`config.mk`:
```
export PLATFORM = sky130hd
export DESIGN_NAME = csr_sensor_top
export DESIGN_NICKNAME = d
export VERILOG_FILES = /design/src/shared/csr_pkg.sv /design/src/logic/csr_sensor_top.sv /design/src/logic/csr_pin_sync.sv /design/src/logic/csr_meas_engine.sv
export VERILOG_INCLUDE_DIRS = /design/src /design/src/shared
export SDC_FILE = /design/constraint.sdc
export NUM_CORES = 1
export LEC_CHECK = 0
export ABC_AREA = 1
export BUFFER_PORTS_ARGS = -buffer_cell sky130_fd_sc_hd__buf_4
export CORE_ASPECT_RATIO = 1.25
export CORE_MARGIN = 2
export CORE_UTILIZATION = 45
export CTS_CLUSTER_SIZE = 20
export DETAILED_ROUTE_END_ITERATION = 10
export RECOVER_POWER = 100
export SLEW_MARGIN = 25
export SYNTH_ARGS = -nofsm -noshare
export SYNTH_HDL_FRONTEND = slang
export SYNTH_SLANG_ARGS = --single-unit
```
`constraint.sdc`:
```
create_clock -name clk_sys -period 2 [get_ports clk_sys]
set_input_delay 0.2 -clock clk_sys [delete_from_list [all_inputs] [get_ports clk_sys]]
set_output_delay 0.2 -clock clk_sys [all_outputs]
set_load 0.005 [all_outputs]
```
`src/shared/csr_defines.svh`:
```
// Behaviour
// [RULE1] one 16-bit control register at code zero
// [RULE2] integration field selects 40 to 1280 ms
// [RULE3] trigger bit starts exactly one measurement
// [RULE4] mode bit: zero auto, one forced
// [RULE5] shutdown bit: zero enabled, one disabled
// [RULE6] control high byte reserved, reads zero
// [RULE7] codes one to seven reserved, read zero
// [RULE8] four results, 16-bit, low and high byte
// [RULE9] codes eight to eleven: red green blue white
// [RULE10] word transfer sends low byte first
// [RULE11] host reads with repeated-start read-word sequence
// [RULE12] green scale follows integration time
// [RULE13] target answers seven-bit address sixteen
// [RULE14] host writes whole words, low then high
// [RULE15] host uses repeated start, no stop, reading
// [RULE16] results hold until next measurement completes
// [RULE17] auto mode measures continuously, updates all four
// [RULE18] host writes zero to unused bits
`ifndef CSR_DEFINES_SVH
`define CSR_DEFINES_SVH

`define I2C_ADDR      7'h10
`define CMD_CONFIG    8'h00
`define CMD_RED       8'h08
`define CMD_GREEN     8'h09
`define CMD_BLUE      8'h0a
`define CMD_WHITE     8'h0b
`define CFG_RESET     8'h00
`define CFG_WMASK     8'h77
`define RSVD_VALUE    8'h00
`define BYTE_BITS     4'h8
`define BYTE_LAST     4'h7
`define COUNT_MAX     16'hffff
`define IT_MAX_CODE   3'h5
`define INT_BASE_MS   11'h028
`define MS_W          11
`define TICK_W        18
`define CLK_MHZ       200
`define TICK_US       1000

`endif

```
`src/shared/csr_pkg.sv`:
```
package csr_pkg;

    typedef struct packed {
        logic       zeroHi;
        logic [2:0] integration_time_sel;
        logic       zeroLo;
        logic       one_shot_trigger;
        logic       forced_mode_sel;
        logic       sensor_shutdown;
    } csr_cfg_t;

    typedef enum logic [2:0] {LNK_IDLE, LNK_RX, LNK_ACK, LNK_TX, LNK_MACK, LNK_IGNORE} csr_link_state_t;
    typedef enum logic [1:0] {RX_ADDR, RX_CMD, RX_LOW, RX_HIGH} csr_rx_phase_t;
    typedef enum logic {MEAS_IDLE, MEAS_RUN} csr_meas_state_t;

    typedef struct packed {
        logic [1:0] s1;
        logic [1:0] s2;
    } csr_sync_regs_t;

    typedef struct packed {
        csr_meas_state_t   st;
        logic [17:0]       tick;
        logic              msTick;
        logic [10:0]       ms;
        logic [10:0]       msTarget;
        logic [3:0][15:0]  acc;
        logic [3:0][15:0]  res;
        logic              done;
    } csr_meas_regs_t;

    typedef struct packed {
        csr_link_state_t st;
        csr_link_state_t ret;
        csr_rx_phase_t   phase;
        logic [3:0]      bitCnt;
        logic [7:0]      shift;
        logic [7:0]      txShift;
        logic            txHigh;
        logic            mackOk;
        logic [15:0]     rdWord;
        logic [7:0]      ptr;
        logic [7:0]      wrLow;
        csr_cfg_t        cfg;
        logic            trigPulse;
        logic            drive;
        logic            sclPrev;
        logic            sdaPrev;
    } csr_link_regs_t;

endpackage

```
`src/logic/csr_sensor_top.sv`:
```
`timescale 1ns/100ps
`include "csr_defines.svh"
module csr_sensor_top #(
    parameter int TICK_CYCLES = `CLK_MHZ * `TICK_US
) (
    input  wire logic       clk_sys,
    input  wire logic       resetn,
    input  wire logic       sclIn,
    input  wire logic       sdaIn,
    output logic            sdaOut,
    output logic            sdaOe,
    input  wire logic [3:0] lightPulse,
    output logic            measuring
);
    import csr_pkg::*;

    csr_link_regs_t r;
    csr_link_regs_t next_r;
    logic [1:0]     pinSync;
    logic           scl;
    logic           sda;
    logic           sclRise;
    logic           sclFall;
    logic           busStart;
    logic           busStop;
    logic [15:0]    redResult;
    logic [15:0]    greenResult;
    logic [15:0]    blueResult;
    logic [15:0]    whiteResult;
    logic           measDone;
    logic           measBusy;

    ////////////////////////////////////////////////////////////////////////
    // pin sampling and bus conditions

    csr_pin_sync u_sync (
        .clk_sys (clk_sys),
        .resetn  (resetn),
        .pinIn   ({sclIn, sdaIn}),
        .pinSync (pinSync)
    );

    assign scl      = pinSync[1];
    assign sda      = pinSync[0];
    assign sclRise  = scl && !r.sclPrev;
    assign sclFall  = !scl && r.sclPrev;
    assign busStart = scl && r.sclPrev && r.sdaPrev && !sda;
    assign busStop  = scl && r.sclPrev && !r.sdaPrev && sda;

    ////////////////////////////////////////////////////////////////////////
    // measurement engine

    csr_meas_engine #(
        .TICK_CYCLES (TICK_CYCLES)
    ) u_meas (
        .clk_sys     (clk_sys),
        .resetn      (resetn),
        .shutdown    (r.cfg.sensor_shutdown),
        .forced      (r.cfg.forced_mode_sel),
        .itSel       (r.cfg.integration_time_sel),
        .trigPulse   (r.trigPulse),
        .lightPulse  (lightPulse),
        .redResult   (redResult),
        .greenResult (greenResult),
        .blueResult  (blueResult),
        .whiteResult (whiteResult),
        .measDone    (measDone),
        .measBusy    (measBusy)
    );

    ////////////////////////////////////////////////////////////////////////
    // register read map

    function automatic logic [15:0] readWord(
        input logic [7:0]  code,
        input csr_cfg_t    cfg,
        input logic [15:0] red,
        input logic [15:0] green,
        input logic [15:0] blue,
        input logic [15:0] white
    );
        case (code)
            // [RULE1] control word
            // [RULE6] reserved high byte
            `CMD_CONFIG: return {`RSVD_VALUE, cfg};
            // [RULE9] result per code
            `CMD_RED:    return red;
            `CMD_GREEN:  return green;
            `CMD_BLUE:   return blue;
            `CMD_WHITE:  return white;
            // [RULE7] reserved codes read zero
            default:     return {`RSVD_VALUE, `RSVD_VALUE};
        endcase
    endfunction

    ////////////////////////////////////////////////////////////////////////
    // two-wire target

    always_comb begin
        next_r           = r;
        next_r.sclPrev   = scl;
        next_r.sdaPrev   = sda;
        next_r.trigPulse = 1'b0;
        // [RULE3] finished cycle clears trigger
        if (measDone) begin
            next_r.cfg.one_shot_trigger = 1'b0;
        end
        if (busStop) begin
            next_r.st    = LNK_IDLE;
            next_r.drive = 1'b0;
        end else if (busStart) begin
            // [RULE15] repeated start keeps pointer
            next_r.st     = LNK_RX;
            next_r.phase  = RX_ADDR;
            next_r.bitCnt = '0;
            next_r.drive  = 1'b0;
        end else begin
            case (r.st)
                LNK_RX: begin
                    if (sclRise && r.bitCnt != `BYTE_BITS) begin
                        next_r.shift  = {r.shift[6:0], sda};
                        next_r.bitCnt = r.bitCnt + 4'h1;
                    end else if (sclFall && r.bitCnt == `BYTE_BITS) begin
                        next_r.bitCnt = '0;
                        next_r.st     = LNK_ACK;
                        next_r.ret    = LNK_RX;
                        next_r.drive  = 1'b1;
                        case (r.phase)
                            RX_ADDR: begin
                                // [RULE13] match own address
                                if (r.shift[7:1] != `I2C_ADDR) begin
                                    next_r.st    = LNK_IGNORE;
                                    next_r.drive = 1'b0;
                                end else if (r.shift[0]) begin
                                    // [RULE11] word captured at read address
                                    next_r.ret    = LNK_TX;
                                    next_r.txHigh = 1'b0;
                                    next_r.rdWord = readWord(r.ptr, r.cfg, redResult, greenResult,
                                                             blueResult, whiteResult);
                                end else begin
                                    next_r.phase = RX_CMD;
                                end
                            end
                            RX_CMD: begin
                                next_r.ptr   = r.shift;
                                next_r.phase = RX_LOW;
                            end
                            RX_LOW: begin
                                next_r.wrLow = r.shift;
                                next_r.phase = RX_HIGH;
                            end
                            default: begin
                                // [RULE14] commit after high byte
                                next_r.ret = LNK_IGNORE;
                                if (r.ptr == `CMD_CONFIG) begin
                                    // [RULE1] control write
                                    // [RULE18] unused bits forced zero
                                    next_r.cfg       = csr_cfg_t'(r.wrLow & `CFG_WMASK);
                                    next_r.trigPulse = next_r.cfg.one_shot_trigger;
                                end
                            end
                        endcase
                    end
                end
                LNK_ACK: begin
                    if (sclFall) begin
                        next_r.st    = r.ret;
                        next_r.drive = 1'b0;
                        if (r.ret == LNK_TX) begin
                            // [RULE10] low byte first
                            next_r.txShift = r.rdWord[7:0];
                            next_r.drive   = !r.rdWord[7];
                        end
                    end
                end
                LNK_TX: begin
                    if (sclFall) begin
                        if (r.bitCnt == `BYTE_LAST) begin
                            next_r.st     = LNK_MACK;
                            next_r.bitCnt = '0;
                            next_r.drive  = 1'b0;
                        end else begin
                            next_r.txShift = {r.txShift[6:0], 1'b0};
                            next_r.drive   = !r.txShift[6];
                            next_r.bitCnt  = r.bitCnt + 4'h1;
                        end
                    end
                end
                LNK_MACK: begin
                    if (sclRise) begin
                        next_r.mackOk = !sda;
                    end
                    if (sclFall) begin
                        if (r.mackOk && !r.txHigh) begin
                            // [RULE10] high byte second
                            next_r.st      = LNK_TX;
                            next_r.txHigh  = 1'b1;
                            next_r.txShift = r.rdWord[15:8];
                            next_r.drive   = !r.rdWord[15];
                        end else begin
                            next_r.st = LNK_IGNORE;
                        end
                    end
                end
                LNK_IDLE, LNK_IGNORE: begin
                    next_r.drive = 1'b0;
                end
                default: begin
                    next_r.st    = LNK_IDLE;
                    next_r.drive = 1'b0;
                end
            endcase
        end
    end

    always_ff @(posedge clk_sys or negedge resetn) begin
        if (!resetn) begin
            r         <= '0;
            r.cfg     <= csr_cfg_t'(`CFG_RESET);
            r.sclPrev <= 1'b1;
            r.sdaPrev <= 1'b1;
        end else begin
            r <= next_r;
        end
    end

    // open drain: only ever pulls low
    assign sdaOut    = 1'b0;
    assign sdaOe     = r.drive;
    assign measuring = measBusy;
endmodule // csr_sensor_top

```
`src/logic/csr_pin_sync.sv`:
```
`timescale 1ns/100ps
module csr_pin_sync (
    input  wire logic       clk_sys,
    input  wire logic       resetn,
    input  wire logic [1:0] pinIn,
    output logic      [1:0] pinSync
);
    import csr_pkg::*;

    csr_sync_regs_t r;
    csr_sync_regs_t next_r;

    always_comb begin
        next_r    = r;
        next_r.s1 = pinIn;
        next_r.s2 = r.s1;
    end

    // idle bus level is high
    always_ff @(posedge clk_sys or negedge resetn) begin
        if (!resetn) begin
            r <= '1;
        end else begin
            r <= next_r;
        end
    end

    assign pinSync = r.s2;
endmodule // csr_pin_sync

```
`src/logic/csr_meas_engine.sv`:
```
`timescale 1ns/100ps
`include "csr_defines.svh"
module csr_meas_engine #(
    parameter int TICK_CYCLES = `CLK_MHZ * `TICK_US
) (
    input  wire logic        clk_sys,
    input  wire logic        resetn,
    input  wire logic        shutdown,
    input  wire logic        forced,
    input  wire logic [2:0]  itSel,
    input  wire logic        trigPulse,
    input  wire logic [3:0]  lightPulse,
    output logic      [15:0] redResult,
    output logic      [15:0] greenResult,
    output logic      [15:0] blueResult,
    output logic      [15:0] whiteResult,
    output logic             measDone,
    output logic             measBusy
);
    import csr_pkg::*;

    csr_meas_regs_t r;
    csr_meas_regs_t next_r;

    // [RULE2] code to milliseconds
    function automatic logic [10:0] itMs(input logic [2:0] code);
        if (code > `IT_MAX_CODE) begin
            return `INT_BASE_MS << `IT_MAX_CODE;
        end
        return `INT_BASE_MS << code;
    endfunction

    function automatic logic [15:0] satInc(input logic [15:0] v, input logic p);
        return (p && v != `COUNT_MAX) ? v + 16'h0001 : v;
    endfunction

    always_comb begin
        next_r        = r;
        next_r.done   = 1'b0;
        next_r.msTick = 1'b0;
        if (r.tick == `TICK_W'(TICK_CYCLES - 1)) begin
            next_r.tick   = '0;
            next_r.msTick = 1'b1;
        end else begin
            next_r.tick = r.tick + `TICK_W'(1);
        end
        case (r.st)
            MEAS_IDLE: begin
                // [RULE4] forced waits for trigger
                // [RULE17] auto restarts at once
                if (!shutdown && (!forced || trigPulse)) begin
                    next_r.st       = MEAS_RUN;
                    next_r.tick     = '0;
                    next_r.ms       = '0;
                    next_r.msTarget = itMs(itSel);
                    next_r.acc      = '0;
                end
            end
            MEAS_RUN: begin
                // [RULE5] shutdown aborts, results kept
                if (shutdown) begin
                    next_r.st = MEAS_IDLE;
                end else if (r.ms == r.msTarget) begin
                    // [RULE16] results change only here
                    next_r.res  = r.acc;
                    next_r.done = 1'b1;
                    next_r.st   = MEAS_IDLE;
                end else begin
                    // [RULE12] counts scale with window
                    for (int i = 0; i < 4; i++) begin
                        next_r.acc[i] = satInc(r.acc[i], lightPulse[i]);
                    end
                    if (r.msTick) begin
                        next_r.ms = r.ms + `MS_W'(1);
                    end
                end
            end
            default: next_r.st = MEAS_IDLE;
        endcase
    end

    always_ff @(posedge clk_sys or negedge resetn) begin
        if (!resetn) begin
            r <= '0;
        end else begin
            r <= next_r;
        end
    end

    // [RULE8] four 16-bit results
    assign redResult   = r.res[0];
    assign greenResult = r.res[1];
    assign blueResult  = r.res[2];
    assign whiteResult = r.res[3];
    assign measDone    = r.done;
    assign measBusy    = (r.st == MEAS_RUN);
endmodule // csr_meas_engine

```
==> impl.org <==
** Worst setup path
- Cells along the critical path :: inv_1 -> nor2_1 -> nand2_2 -> nor2_4 -> clkbuf_4 -> nand2_2 -> nand2_1 -> o21ai_0
- In this run the worst path has a maximum fanout of 16.
- Critical path data arrival time :: 2.28 ns
- Counting cells, the worst reg-to-reg path comes to 8.
- Worst R2R End :: r[23]$_DFFE_PN0P_
- For the worst setup path, the data required time is 2.42 ns.
- The most numerous cell type found on the critical path is sky130_fd_sc_hd__nand2_2.
- The setup path with the least slack is of type reg2reg.
- Critical path startpoint :: r[1]$_DFF_PN1_
- Setup slack of the worst register-to-register path :: 0.14 ns
- Instance count on the critical path :: 8
- Worst R2R Start :: r[1]$_DFF_PN1_
- Highest-delay cell along the critical path :: sky130_fd_sc_hd__dfstp_2
- Endpoint of the most critical setup path :: r[23]$_DFFE_PN0P_
- The largest single stage delay on the critical path is 0.53 ns.
- In this design, the largest share of critical-path delay is due to simple AND/OR/NAND/NOR gates.
- STA classifies the critical path endpoint as a register.
- Sum of buffers and inverters on the critical path :: 2
- The worst setup path is launched from a register.

** GRT
- In the global route stage, overall resource usage came out at 23.8%.
- Vias in the first global route :: 11615
- Global route total overflow :: 0
- Global-route wire length before repair :: 59.9 mm
- Entering global routing, the biggest net connects 71 pins.
- The initial antenna violation count is 0.

** Clocking
- In this run the number of H-tree levels came out at 1.
- No sink is reached through more buffers than the 3 on the longest clock path.
- Cts bufs inserted :: 28
- CTS saw 241 sinks.
- Skew-Pair Late Insertion Delay :: 0.55 ns
- TritonCTS clock tree :: yes
- CTS placed an instance of sky130_fd_sc_hd__clkbuf_16 at the clock tree root.
- After clock tree synthesis, the clock-pin slew on the worst setup and hold paths is 0.06 ns.

** Route
- Overall routed net length :: 36.1 mm
- Avg Vias per Cell :: 5.29
- Detailed router's first-iteration violation count :: 723
- For this run, the detailed router's first-pass iteration total came to 6.
- Number of nets still failing antenna checks after routing :: 0
- Detailed routing inserted a total of 12102 vias.
- After detailed routing, the average wire length per cell comes to 15.8 microns.
- After detailed routing, the number of remaining DRC violations is 0.

** Synth
- The most used flip-flop cell after synthesis is sky130_fd_sc_hd__dfrtp_1.
- Post-Syn Nets :: 1859
- Cell taking the most area after synthesis :: sky130_fd_sc_hd__dfrtp_1
- Post-synthesis cell count :: 1838
- Simple-gate area share of the yosys netlist :: 37.3%
- By area the synthesized netlist is led by sky130_fd_sc_hd__dfrtp_1, sky130_fd_sc_hd__nand2_1, sky130_fd_sc_hd__nand3_1.
- Fraction of registers with async set or reset after synthesis :: 100%
- Count of flip-flops with a built-in enable after synthesis :: 0
- Syn Std Cell Area :: 0.0134 sq mm
- Dominant combinational cell family by area after synthesis :: simple AND/OR/NAND/NOR gates
- After synthesis, the share of cell area in mux cells is 0%.
- Summed over its instances, the top area cell type makes up 43.9% of the synthesized netlist area.
- Yosys reg bits :: 241
- Sequential area share after synthesis :: 45.1%
- For this run, the number of Yosys warnings is 0.
- Post-Synth Adder-Cell Area :: 1.22%
- Synthesis instantiated 43 different standard cells from the library.
- The synthesized netlist devotes 1.44% of its cell area to XOR and XNOR gates.
- Synthesized-area fraction occupied by ao, oa, aoi and oai cells :: 6.69%
- Dividing the synthesized area by the synthesized cell count gives 7.28 sq um.

** Power and ir drop
- Max rail drop VDD :: 579 uV
- Power consumption :: 11.5 mW
- Cell area power density :: 768 mW/mm^2
- Pleak :: 7.31 nW

** STA
- The worst pin sits at a relative slew slack of 14.2%.
- At the pin with the least slew margin, the transition time is 1.29 ns.
- Setup violations remaining at the end of the flow were counted as 0.
- Adding up every negative setup slack in the final design gives 0 ns.
- Setup WS post-layout :: 0.142 ns
- Timing would allow up to 538 MHz.
- Clock skew on the completed layout was measured at 0.0109 ns.
- Dividing the final minimum period by the clock period gives 92.9%.
- Number of max-slew violations in the final report :: 0
- Hold timing on the final database bottoms out at a slack of 0.153 ns.
- The number of endpoints with negative hold slack in the final report is 0.
- Tmin final :: 1.86 ns
- Setup repair after global routing could not meet its margin everywhere.

** Cells and area
- Top library cells by usage in the layout, fill and taps aside :: sky130_fd_sc_hd__nand2_1, sky130_fd_sc_hd__dfrtp_1, sky130_fd_sc_hd__nand3_1
- Synthesis-to-finish area growth :: 12.4%
- In the final design database the tool counted 1891 nets.
- After routing the design area is 0.0150 sq mm.
- Cells fill 51.4% of the core in the end.
- Number of non-filler instances in the completed layout :: 2287
- Most common library cell in the layout ignoring fill and taps :: sky130_fd_sc_hd__nand2_1
- Share of post-route cells with drive strength above 1 :: 9.15%
- Inserted Diodes :: 0

** Floorplan
- After floorplanning, the core was divided into 70 placement rows.
- Total die area :: 0.0311 sq mm
- In this run the horizontal extent of the chip is 158 microns.
- I/O pin count :: 11
- Core Footprint :: 0.0293 sq mm
- Once the floorplan was initialized, standard cells occupied 45.7% of the core.
- The floorplan step set the die height to 197 microns.

** Run
- Across the run, the number of max-cap violations was 0.

** Placement
- Buffers on Ports :: 9
- Before CTS, the worst setup slack after placement is -0.0110 ns.
- Final weighted congestion in routability-driven placement :: 0.908
- Detailed placement ended at an HPWL of 25.5 mm.
- Number of placed instances, taps included :: 2225
- After detailed placement, the total cell area comes to 0.0141 sq mm.

** Min path
- Classification of the worst-slack hold path :: in2reg
- Number of stages on the worst hold path :: 5

** Status
- The run finished with clean final reports.
-- state kept, by name, indices dropped and copies added (netlist names), 2 cells and up --
register	count
u_sync.pinSync	2
u_meas.r	102
u_meas.redResult	16
u_sync.next_r	2
u_meas.whiteResult	16
u_meas.greenResult	16
r	68
u_meas.blueResult	16
-- tightest hold or removal path: cells and delay by family --
kind	cells	cell delay, ns
AOI/OAI and AO/OA	1	0.06
and+or+nand+nor	3	0.32
buffers and inverters	1	0.09
-- cell families (layout without fill, tap and decap cells) --
logic type	count (synthesis)	in the layout
simple gates	1137	1138
buf+inv	252	304
flops	241	241
compound gates	172	172
xor+xnor	22	22
fa+ha+maj	13	13
other cells	1	1
-- synthesized netlist by cell type (all sizes together) (13+ instances only) --
cell      n
a21oi    19
buf      56
clkbuf   20
dfrtp   235
ha       13
inv     176
nand2   580
nand3   231
nand4    87
nor2    204
nor3     21
o21ai   142
xor2     18
-- routing by layer --
metal,GRT usage [%],part of all wire (%),vias to the layer above
met5,0,0,-
met4,9.18,3.8,0
met3,2.62,4.6,77
met2,40.5,48,297
met1,31.2,43,5692
li1,-,-,6036
-- final cells by class --
| class | count | area, sq um |
|---|---|---|
| Multi-Input combinational cell | 1346 | 6290 |
| Sequential cell | 241 | 6040 |
| Timing Repair Buffer | 77 | 661 |
| Fill cell | 2940 | 14200 |
| Tap cell | 396 | 495 |
| Clock inverter | 12 | 93.8 |
| Clock buffer | 39 | 803 |
| Inverter | 176 | 661 |
-- worst min-delay path by stage --
stage,to,start
2_1_floorplan,r[10]$_DFFE_PN0P_,resetn
3_3_place_gp,u_meas.r[164]$_DFF_PN0_,resetn
3_5_place_dp,u_meas.r[163]$_DFF_PN0_,resetn
4_1_cts,u_meas.r[100]$_DFFE_PN0P_,lightPulse[2]
5_1_grt,u_meas.r[98]$_DFFE_PN0P_,lightPulse[2]
6_report,u_meas.r[98]$_DFFE_PN0P_,lightPulse[2]
-- power by group --
group | internal, mW | leakage (nW) | total, mW | switching [mW]
sequential | 5.09 | 3.29 | 5.39 | 0.300
combinational | 0.411 | 3.58 | 1.14 | 0.728
clock | 2.92 | 0.443 | 5.03 | 2.10
-- what timing repair did --
action                     CTS  global route
pin swaps                    0             3
gates resized for setup      1            11
buffers inserted             0             7
hold buffers                 3             0
setup endpoints to repair    1            87
hold endpoints to repair   208             0
cloned                       0             1
(Power assumes the default switching activity.)
